File: src/hw/asmc_pkg.sv
// package: constants for the serial mode control block
package asmc_pkg;
    localparam int WORD_BITS = 16;
    localparam int DATA_BITS = 12;
    localparam int SEL_BITS = 4;
    localparam logic [3:0] SEL_LONG_ENABLE = 4'h0;
    localparam logic [3:0] SEL_AUX_DAC_ONE = 4'h1;
    localparam logic [3:0] SEL_AUX_DAC_TWO = 4'h2;
    localparam logic [3:0] SEL_AUX_DAC_THREE = 4'h3;
    localparam logic [3:0] SEL_I_TRIM = 4'h4;
    localparam logic [3:0] SEL_Q_TRIM = 4'h5;
    localparam logic [3:0] SEL_CM_LEVEL = 4'h6;
    localparam logic [3:0] SEL_AUX_ADC = 4'h7;
    localparam logic [3:0] SEL_SHORT_ENABLE = 4'h8;
    // long enable word field positions
    localparam int POS_AUX_ADC_OFF = 9;
    localparam int POS_AUX_DAC_CH_ONE_OFF = 4;
    localparam int POS_AUX_DAC_CH_TWO_OFF = 5;
    localparam int POS_AUX_DAC_CH_THREE_OFF = 6;
    localparam int TRIM_BITS = 6;
    localparam int CM_BITS = 2;
    // power state codes (low four enable bits)
    localparam logic [3:0] CODE_FAST_RX_SLOW_TX = 4'h3;
    localparam logic [3:0] CODE_SLOW_RX_FAST_TX = 4'h4;
    localparam logic [3:0] CODE_SLOW_BOTH = 4'h5;
    localparam logic [3:0] CODE_FAST_BOTH = 4'h6;
    localparam logic [3:0] CODE_SPI_SLOW_RX = 4'hB;
    localparam logic [3:0] CODE_SPI_SLOW_TX = 4'hC;
    localparam logic [3:0] CODE_SPI_FAST_RX = 4'hD;
    localparam logic [3:0] CODE_SPI_FAST_TX = 4'hE;
    // reset values
    localparam logic [11:0] RST_LONG_ENABLE = 12'h004;
    localparam logic [11:0] RST_DATA = 12'h000;
    localparam logic [1:0] RST_CM = 2'h0;
endpackage : asmc_pkg

File: src/hw/asmc_link_if.sv
// interface: received word strobe from the serial shifter
interface asmc_link_if;
    logic wordValid;
    logic [15:0] word;
    modport shifter (output wordValid, output word);
    modport decoder (input wordValid, input word);
endinterface : asmc_link_if

File: src/hw/asmc_shifter.sv
// module: serial pin sampler and 16-bit word shifter
module asmc_shifter (
    input wire logic sys_clk,
    input wire logic reset_n,
    input wire logic serialClk,
    input wire logic serialSelN,
    input wire logic serialData,
    asmc_link_if.shifter link
);
    typedef struct packed {
        logic [1:0] clkSync;
        logic [1:0] selSync;
        logic [1:0] datSync;
        logic clkPrev;
        logic [15:0] shift;
        logic [4:0] count;
        logic valid;
    } asmc_shift_state_t;

    asmc_shift_state_t st_reg;
    asmc_shift_state_t st_next;

    always_comb begin
        st_next = st_reg;
        st_next.clkSync = {st_reg.clkSync[0], serialClk};
        st_next.selSync = {st_reg.selSync[0], serialSelN};
        st_next.datSync = {st_reg.datSync[0], serialData};
        st_next.clkPrev = st_reg.clkSync[1];
        st_next.valid = 1'b0;
        if (st_reg.selSync[1]) begin
            // word commits on select release only when complete
            if (st_reg.count == 5'(asmc_pkg::WORD_BITS)) begin
                st_next.valid = 1'b1;
            end
            st_next.count = 5'h00;
        end else if (st_reg.clkSync[1] && !st_reg.clkPrev) begin
            // msb first, select bits last
            st_next.shift = {st_reg.shift[14:0], st_reg.datSync[1]};
            if (st_reg.count != 5'h1F) begin
                st_next.count = st_reg.count + 5'h01;
            end
        end
    end

    always_ff @(posedge sys_clk) begin
        if (!reset_n) begin
            st_reg <= '{clkSync: 2'h0, selSync: 2'h3, datSync: 2'h0, clkPrev: 1'b0,
                        shift: 16'h0000, count: 5'h00, valid: 1'b0};
        end else begin
            st_reg <= st_next;
        end
    end

    assign link.wordValid = st_reg.valid;
    assign link.word = st_reg.shift;
endmodule : asmc_shifter

File: src/hw/asmc_mode_control.sv
// module: serial mode control decoder for the front end
// Summary of operation
// 16-bit words, data MSB first, select last
// serial port decodes in every power state
// four-bit select field picks target register
// long enable word defines default mode
// host programs desired mode after power-up
// shutdown code powers everything off
// idle keeps clock, reference; converters off
// standby keeps only reference; aux-DACs held
// short word leaves aux-ADC power bit
// pin low selects receive, high transmit
// code 0011 fast receive, slow transmit; code keeps transmit on, receive follows pin
// default variant slow receive, fast transmit; code keeps receive on, transmit follows pin
// code 0101 slow switching both ways
// fast-fast keeps both converters powered
// aux-DAC words load twelve data bits
// bits 4-6 switch off aux-DACs
// aux-ADC power bit: zero on, one off
// two bits choose DAC common mode
// word takes effect after release only
// registers persist until same select rewritten
module asmc_mode_control #(
    parameter int DATA_W = 12
) (
    input wire logic sys_clk,
    input wire logic reset_n,
    input wire logic serialClk,
    input wire logic serialSelN,
    input wire logic serialData,
    input wire logic txRxPin,
    output logic rxAdcOn,
    output logic txDacOn,
    output logic busDriveOut,
    output logic clockOn,
    output logic referenceOn,
    output logic auxAdcOn,
    output logic [2:0] auxDacOn,
    output logic [DATA_W-1:0] auxDacOneValue,
    output logic [DATA_W-1:0] auxDacTwoValue,
    output logic [DATA_W-1:0] auxDacThreeValue,
    output logic [5:0] txITrim,
    output logic [5:0] txQTrim,
    output logic [1:0] cmLevelSelect,
    output logic [DATA_W-1:0] auxAdcControl,
    output logic auxAdcStart
);
    typedef enum logic [2:0] {
        PWR_SHUTDOWN = 3'b000,
        PWR_IDLE = 3'b001,
        PWR_STANDBY = 3'b010,
        PWR_ACTIVE = 3'b011
    } asmc_power_t;

    typedef struct packed {
        logic [11:0] enable;
        logic [DATA_W-1:0] dacOne;
        logic [DATA_W-1:0] dacTwo;
        logic [DATA_W-1:0] dacThree;
        logic [5:0] iTrim;
        logic [5:0] qTrim;
        logic [1:0] cm;
        logic [DATA_W-1:0] adcCtl;
        logic adcStart;
        logic [1:0] pinSync;
        asmc_power_t power;
        logic rxAdc;
        logic txDac;
        logic busOut;
        logic clkOn;
        logic refOn;
        logic adcOn;
        logic [2:0] dacOn;
    } asmc_state_t;

    asmc_state_t st_reg;
    asmc_state_t st_next;
    asmc_link_if link ();

    asmc_shifter u_shifter (
        .sys_clk(sys_clk),
        .reset_n(reset_n),
        .serialClk(serialClk),
        .serialSelN(serialSelN),
        .serialData(serialData),
        .link(link)
    );

    logic [11:0] payload;
    logic [3:0] sel;
    logic [3:0] code;
    logic pinTx;
    assign payload = link.word[15:4];
    assign sel = link.word[3:0];

    always_comb begin
        st_next = st_reg;
        st_next.adcStart = 1'b0;
        st_next.pinSync = {st_reg.pinSync[0], txRxPin};
        // decode accepted regardless of power state
        if (link.wordValid) begin
            case (sel)
                asmc_pkg::SEL_LONG_ENABLE: begin
                    st_next.enable = payload;
                end
                asmc_pkg::SEL_SHORT_ENABLE: begin
                    st_next.enable = {st_reg.enable[11:4], payload[3:0]};
                end
                asmc_pkg::SEL_AUX_DAC_ONE: begin
                    st_next.dacOne = payload[DATA_W-1:0];
                end
                asmc_pkg::SEL_AUX_DAC_TWO: begin
                    st_next.dacTwo = payload[DATA_W-1:0];
                end
                asmc_pkg::SEL_AUX_DAC_THREE: begin
                    st_next.dacThree = payload[DATA_W-1:0];
                end
                asmc_pkg::SEL_I_TRIM: begin
                    st_next.iTrim = payload[5:0];
                end
                asmc_pkg::SEL_Q_TRIM: begin
                    st_next.qTrim = payload[5:0];
                end
                asmc_pkg::SEL_CM_LEVEL: begin
                    st_next.cm = payload[1:0];
                end
                asmc_pkg::SEL_AUX_ADC: begin
                    st_next.adcCtl = payload[DATA_W-1:0];
                    st_next.adcStart = 1'b1;
                end
                default: begin
                    // unassigned selects are ignored; state persists
                end
            endcase
        end

        code = st_next.enable[3:0];
        pinTx = st_reg.pinSync[1];
        st_next.adcOn = !st_next.enable[asmc_pkg::POS_AUX_ADC_OFF];
        st_next.dacOn[0] = !st_next.enable[asmc_pkg::POS_AUX_DAC_CH_ONE_OFF];
        st_next.dacOn[1] = !st_next.enable[asmc_pkg::POS_AUX_DAC_CH_TWO_OFF];
        st_next.dacOn[2] = !st_next.enable[asmc_pkg::POS_AUX_DAC_CH_THREE_OFF];
        st_next.clkOn = 1'b1;
        st_next.refOn = 1'b1;
        st_next.power = PWR_ACTIVE;
        st_next.rxAdc = 1'b1;
        st_next.txDac = 1'b1;
        st_next.busOut = !pinTx;
        if (code[2:0] == 3'b000 && st_next.enable[asmc_pkg::POS_AUX_ADC_OFF]) begin
            st_next.power = PWR_SHUTDOWN;
            st_next.rxAdc = 1'b0;
            st_next.txDac = 1'b0;
            st_next.dacOn = 3'b000;
            st_next.adcOn = 1'b0;
            st_next.clkOn = 1'b0;
            st_next.refOn = 1'b0;
            st_next.busOut = 1'b0;
        end else if (code[2:1] == 2'b00) begin
            st_next.power = PWR_IDLE;
            st_next.rxAdc = 1'b0;
            st_next.txDac = 1'b0;
            st_next.busOut = 1'b0;
        end else if (code[2:0] == 3'b010) begin
            st_next.power = PWR_STANDBY;
            st_next.rxAdc = 1'b0;
            st_next.txDac = 1'b0;
            st_next.adcOn = 1'b0;
            st_next.clkOn = 1'b0;
            st_next.busOut = 1'b0;
        end else begin
            case (code)
                asmc_pkg::CODE_FAST_RX_SLOW_TX: begin
                    st_next.rxAdc = !pinTx;
                end
                asmc_pkg::CODE_SLOW_BOTH: begin
                    st_next.rxAdc = !pinTx;
                    st_next.txDac = pinTx;
                end
                asmc_pkg::CODE_FAST_BOTH: begin
                    st_next.rxAdc = 1'b1;
                end
                asmc_pkg::CODE_SPI_SLOW_RX: begin
                    st_next.txDac = 1'b0;
                    st_next.busOut = 1'b1;
                end
                asmc_pkg::CODE_SPI_SLOW_TX: begin
                    st_next.rxAdc = 1'b0;
                    st_next.busOut = 1'b0;
                end
                asmc_pkg::CODE_SPI_FAST_RX: begin
                    st_next.busOut = 1'b1;
                end
                asmc_pkg::CODE_SPI_FAST_TX: begin
                    st_next.busOut = 1'b0;
                end
                default: begin
                    st_next.txDac = pinTx; // default variant
                end
            endcase
        end
    end

    always_ff @(posedge sys_clk) begin
        if (!reset_n) begin
            // power-up: long enable word default variant
            st_reg <= '{enable: asmc_pkg::RST_LONG_ENABLE, dacOne: '0, dacTwo: '0, dacThree: '0,
                        iTrim: 6'h00, qTrim: 6'h00, cm: asmc_pkg::RST_CM, adcCtl: '0,
                        adcStart: 1'b0, pinSync: 2'h0, power: PWR_ACTIVE, rxAdc: 1'b1,
                        txDac: 1'b0, busOut: 1'b1, clkOn: 1'b1, refOn: 1'b1, adcOn: 1'b1,
                        dacOn: 3'h7};
        end else begin
            st_reg <= st_next;
        end
    end

    assign rxAdcOn = st_reg.rxAdc;
    assign txDacOn = st_reg.txDac;
    assign busDriveOut = st_reg.busOut;
    assign clockOn = st_reg.clkOn;
    assign referenceOn = st_reg.refOn;
    assign auxAdcOn = st_reg.adcOn;
    assign auxDacOn = st_reg.dacOn;
    assign auxDacOneValue = st_reg.dacOne;
    assign auxDacTwoValue = st_reg.dacTwo;
    assign auxDacThreeValue = st_reg.dacThree;
    assign txITrim = st_reg.iTrim;
    assign txQTrim = st_reg.qTrim;
    assign cmLevelSelect = st_reg.cm;
    assign auxAdcControl = st_reg.adcCtl;
    assign auxAdcStart = st_reg.adcStart;
endmodule : asmc_mode_control

File: config.mk
export PLATFORM = sky130hd
export DESIGN_NAME = asmc_mode_control
export DESIGN_NICKNAME = d
export VERILOG_FILES = /design/src/hw/asmc_pkg.sv /design/src/hw/asmc_link_if.sv /design/src/hw/asmc_shifter.sv /design/src/hw/asmc_mode_control.sv
export SDC_FILE = /design/constraint.sdc
export NUM_CORES = 1
export LEC_CHECK = 0
export BUFFER_PORTS_ARGS = -buffer_cell sky130_fd_sc_hd__buf_2
export CAP_MARGIN = 10
export CORE_MARGIN = 1
export CORE_UTILIZATION = 51
export DETAILED_ROUTE_END_ITERATION = 8
export PLACE_DENSITY = 0.83
export SETUP_SLACK_MARGIN = 0.05
export SYNTH_ARGS = -nofsm -noshare
export SYNTH_HDL_FRONTEND = slang
export SYNTH_HIERARCHICAL = 1
export SYNTH_SLANG_ARGS = --single-unit
File: constraint.sdc
create_clock -name sys_clk -period 1.8 [get_ports sys_clk]
set_clock_uncertainty 0.2 [all_clocks]
set_input_delay 0.36 -clock sys_clk [delete_from_list [all_inputs] [get_ports sys_clk]]
set_output_delay 0.36 -clock sys_clk [all_outputs]
set_load 0.05 [all_outputs]
After elaboration in Yosys (flattened, before gate mapping)
Cells that the tools add are included.
W data, S select, Z words.
{"block": "word_totals", "inputBits": 6, "elab_cells": 99, "regBits": 113, "output_inout_bits": 72}
{"block": "classes", "eq_ne": 18, "bitwise_logic": 3, "add_sub_neg": 1, "mux": 23, "reduce_logical": 29}
{"op": "$mux W73", "n": 1}
{"op": "$mux W12", "n": 3}
{"op": "$eq A4 B3 Y1 const B", "n": 6}
{"op": "$reduce_and A2 Y1", "n": 11}
{"op": "$eq A4 B4 Y1 const B", "n": 5}
{"op": "$pmux W10 S2", "n": 1}
{"op": "$mux W13", "n": 1}
{"op": "$eq A4 B2 Y1 const B", "n": 3}
{"op": "$mux W6", "n": 2}
{"op": "$mux W3", "n": 3}
{"op": "$reduce_or A2 Y1", "n": 4}
{"op": "$mux W1", "n": 7}
{"op": "$logic_not A1 Y1", "n": 6}
{"op": "$pmux W1 S2", "n": 3}
{"op": "$add A5 B1 Y5 const B", "n": 1}
{"op": "$eq A5 B5 Y1 const B", "n": 1}
{"op": "$ne A5 B5 Y1 const B", "n": 1}
{"op": "$reduce_or A5 Y1", "n": 1}
{"op": "$eq A4 B1 Y1 const B", "n": 1}
{"op": "$logic_not A4 Y1", "n": 1}
{"op": "$mux W4", "n": 1}
{"op": "$reduce_or A4 Y1", "n": 1}
{"op": "$eq A3 B2 Y1 const B", "n": 1}
{"op": "$logic_not A3 Y1", "n": 1}
{"op": "5 further kinds", "n": 8}

Depth between registers and ports, before layout
{"block": "logic_depth", "word_depth": 9, "ltp_mapped": 8, "ltp_nobuf": 6}

Hierarchy
Netlist, hierarchy kept.
{"module": "asmc_mode_control", "n_inst": 1, "cells_per_inst": 407, "area_each_um2": 3654.8, "seq_area_each_um2": 1641.6}
{"module": "asmc_shifter", "n_inst": 1, "cells_per_inst": 131, "area_each_um2": 1227.4, "seq_area_each_um2": 580.6}

Worst setup path after synthesis
OpenSTA, ideal clock, no wires.
{"block": "synth_path", "path_kind": "reg2reg", "startpoint": "reg u_shifter.st_reg (netlist bit u_shifter/link.word[1])", "endpoint": "reg st_reg (netlist bit auxDacOn[1])", "period_less_slack_ns": 1.891, "stages_incl_launch_ff": 7, "slack_ns": -0.091, "required_ns": 1.475, "path_buffers": 2, "setup_time_ns": 0.125, "arrival_ns": 1.566, "cell_sequence": "dfxtp_1 > buf_4 > buf_6 > nor4b_4 > mux2_2 > a211oi_2 > nor2_1"}
{"block": "synth_between", "elab_chain_cells": 6, "elab_cells_between_ends": 8, "classes_between": "eq/ne: 1; mux: 3; reduce/logical: 4"}
{"item": "from (decl)", "line_no": "asmc_shifter.sv:20", "rtl": "asmc_shift_state_t st_reg;"}
{"item": "from (signal assigned)", "line_no": "asmc_shifter.sv:47", "rtl": "st_reg <= '{clkSync: 2'h0, selSync: 2'h3, datSync: 2'h0, clkPrev: 1'b0,"}
{"item": "from (signal assigned)", "line_no": "asmc_shifter.sv:50", "rtl": "st_reg <= st_next;"}
{"item": "$eq A4 B4 Y1 or $logic_not A4 Y1 (tied branches)", "line_no": "asmc_mode_control.sv:102", "rtl": "case (sel)"}
{"item": "$pmux W10 S2 (*)", "line_no": "asmc_mode_control.sv:102"}
{"item": "$mux W73 (*)", "line_no": "asmc_mode_control.sv:101", "rtl": "if (link.wordValid) begin"}
{"item": "$logic_not A3 Y1", "line_no": "asmc_mode_control.sv:149", "rtl": "if (code[2:0] == 3'b000 && st_next.enable[asmc_pkg::POS_AUX_ADC_OFF]) begin"}
{"item": "$logic_and A1 B1 Y1", "line_no": "asmc_mode_control.sv:149"}
{"item": "$mux W3 (*)", "line_no": "asmc_mode_control.sv:149"}
{"item": "to (signal assigned)", "line_no": "asmc_mode_control.sv:206", "rtl": "st_reg <= '{enable: asmc_pkg::RST_LONG_ENABLE, dacOne: '0, dacTwo: '0, dacThree: '0,"}
{"item": "to (signal assigned)", "line_no": "asmc_mode_control.sv:212", "rtl": "st_reg <= st_next;"}
{"item": "to (decl)", "line_no": "asmc_mode_control.sv:76", "rtl": "asmc_state_t st_reg;"}
Mark *: on every way between the ends. The rest lies on a longest branch, timed or not. The select of a mux whose other input is x is not followed.
A chain may end at the register's enable or synchronous reset.

Worst setup path after layout
{"block": "layout_path", "startpoint": "reg u_shifter/st_reg[2] (netlist bit)", "endpoint": "reg u_shifter/st_reg[5] (netlist bit)"}
{"block": "layout_between", "elab_chain_cells": 2, "elab_cells_between_ends": 3, "classes_between": "add/sub: 1; eq/ne: 1; reduce/logical: 1"}
{"item": "parallel branches: the longest is 2 deep, another holds $add A5 B1 Y5"}
Parallel ways; which one is timed is not known.

==> out/results.tsv <==
metric	value	unit
status	finished clean	
holdWs	182.7	ps
drc	0	
critical_path.slowest_cell	dfxtp_2	
hold_path_class	primary input to flip-flop	
dr.pass1.iters	5	
ir_worst_vdd	0.0004465	V
grt_max_degree	45	
antenna_found_initial	0	
cts-root-buf	clkbuf_8	
stdcell_count	698	
pre_cts_slack	-58.68	ps
synth_edf_count	0	
rsz0062_at_grt	true	
cp_max_fo	3	
final_util	58.51	%
period_minus_slack	1767	ps
critPathCaptureType	flip-flop	
tritoncts	built	
cp.buffers_inverters	1	
antenna_cells	0	
clock_latency	370	ps
max_stage_delay	350	ps
syn_inst	538	
power_frac_seq	60.6	%
io_buffers	77	
yosys_register_bits	111	
p_clk_share	37.2	%
vias	3536	
drive_gt1_share	30.40	%
wl	10110	um
syn_area	4882	um^2
dpl.cell_count	673	
top_layer_used	met4	
worst_pin_slew	555.2	ps
synth_nets	547	
required	1860	ps
regArea	2235	um^2
cp_data_arrival_time	1830	ps
die_w	99.84	um
dp_hpwl	6962	um
maxCapViolCount	0	
power_density	753.6	nW/um^2
die_y	99.84	um
final_nets	573	
ys_types	51	
worst_slack	32.94	ps
avgSynthCellArea	9.075	um^2
cts_num_sinks	111	
viasPerCell	5.066	
wl_met1	4435	um
sw_frac_of_total	22.36	%
grt_pass1_wl	15970	um
die_area	9968	um^2
switching_power	0.9109	mW
syn_to_final_growth	10.74	%
regToRegSetupSlack	30	ps
dr_wl_met3	473	um
n_fill_cell	767	
cp_top_family	simple AND/OR/NAND/NOR gates	
post_dp_cell_area	5010	um^2
max_freq	565.9	MHz
post-route-period-util	98.17	%
fin_area	5406	um^2
coreArea	9240	um^2
startpoint_type	flip-flop	
intPower	3.164	mW
path_cells	ha_4, and3_4, ha_4, nor3b_4, buf_6, mux2i_1, nor2_1	
p_leak	2.100	nW
largest_register_ffs	16	
wl_per_cell	14.48	um
htree_levels	3	
p_comb_share	2.2	%
rows	35	
clock_path_buffers	2	
finalHoldViolCount	0	
worstSetupPathType	flip-flop to flip-flop	
grt_pass1_vias	3357	
synth_flop_cell	dfxtp_1	
gp_congestion	0.8134	
yosysSeqAreaShare	45.52	%
maxSlewHeadroom	62.99	%
synthArstFlopShare	0	%
yosys_warnings	6	
path_common_cell	ha_4	
multi_input_area	1959	um^2
ant_nets	0	
cts_buffers	9	
path_clk_slew	100	ps
grt_usage	20.47	%
slew_viol_final	0	
ios	78	
initial_core_util	52.84	%
grt-ovfl-total	0	
wl_met2	5004	um
setup-violations-final	0	
drtIter0Drc	213	
[cells by family after synthesis]
kind of cell	after synthesis	synth area share [%]
AOI/OAI and AO/OA	73	9.610
xor gates and xnor gates	4	0.7177
adders and majority gates	3	0.7689
buffers and inverters	116	16.30
DFF	111	45.52
muxes	44	9.098
and+or+nand+nor	187	17.99
[power by group through the flow]
stage	Sequential (mW)	Combinational [mW]	Clock [mW]
finish	2.47	0.0895	1.52
global route	2.47	0.0971	1.65
CTS	2.47	0.0884	1.54
detailed placement	2.53	0.0807	0
global placement	2.53	0.0799	0
floorplan	2.53	0.0493	0
[routing by layer]
metal / vias up / global-route usage [%]
met5: - / 0
met4: 0 / 8.032
met3: 15 / 3.343
met2: 107 / 34.64
met1: 1679 / 26.17
li1: 1735 / -
[cells in the final DEF (no fill, tap or decap), types with 4 or more instances in the layout]
master / n
buf_4: 33
buf_2: 77
dlygate4sd3_1: 4
inv_1: 6
a21boi_1: 10
nand2_1: 89
clkbuf_8: 9
nand3_1: 5
a21boi_0: 6
buf_12: 4
mux2i_1: 39
nor2_1: 53
buf_6: 6
a21oi_1: 32
o21ai_0: 8
nor3b_1: 4
and2_1: 7
dfxtp_1: 105
nand2b_1: 6
dfxtp_2: 4
[synth_stat cells, types with 2 or more instances]
cell	n	share of area (%)
and3_1	3	0.38
mux2i_1	41	8.4
ha_1	3	0.77
nand3_1	5	0.51
a21boi_1	10	1.5
nand2b_1	6	0.77
buf_4	83	13
inv_1	6	0.46
or2_2	2	0.26
xor2_1	2	0.36
and2_1	8	1.0
mux2_2	3	0.69
dfxtp_1	111	46
nor3b_1	5	0.77
nand4_1	2	0.26
clkbuf_1	17	1.3
a21oi_1	32	3.3
xnor2_1	2	0.36
a21boi_0	6	0.92
nor2b_1	3	0.38
buf_2	3	0.31
or3b_1	2	0.36
nor2_1	53	4.1
nand2_1	89	6.8
a211oi_1	2	0.31
o21ai_0	9	0.92
buf_6	6	1.4
[path summary, 6_finish.rpt]
path         cells past startpoint                   from                     to
max reg2reg                      7    u_shifter/st_reg[2]    u_shifter/st_reg[5]
max                              7    u_shifter/st_reg[2]    u_shifter/st_reg[5]
min                              3                reset_n  u_shifter/st_next[26]
min reg2reg                      1  u_shifter/st_next[26]   u_shifter/st_reg[26]
[timing repair]
item | CTS | global route
hold buffers | 4 | 0
cloned | 0 | 0
endpoints found under the setup margin | 15 | 37
resized for setup | 13 | 19
buffers inserted | 1 | 4
endpoints found under the hold margin | 4 | 0
pin swaps | 5 | 9
[worst register-to-register path, delay by kind of cell (launching register included)]
kind	cells	cell delay, ps
simple gates	3	450
fa+ha+maj	2	320
mux	1	200
flops	1	350
buf+inv	1	150
[stage by stage]
stage                     power (mW)  setup TNS [ps]
after floorplan                2.579          -287.5
after global placement         2.606               0
after detailed placement       2.608          -134.1
after CTS                      4.101               0
after global routing           4.216          -121.3
final                          4.074               0
[layout make-up]
cell class                 count  area share [%]
inverter                       7          0.4860
sequential                   111           41.33
clock inverter                 7           1.481
multi-input combinational    311           36.24
timing repair buffer         124           15.18
tap                          129           2.985
clock buffer                   9           2.291
Power figures use the tool's default switching activity.
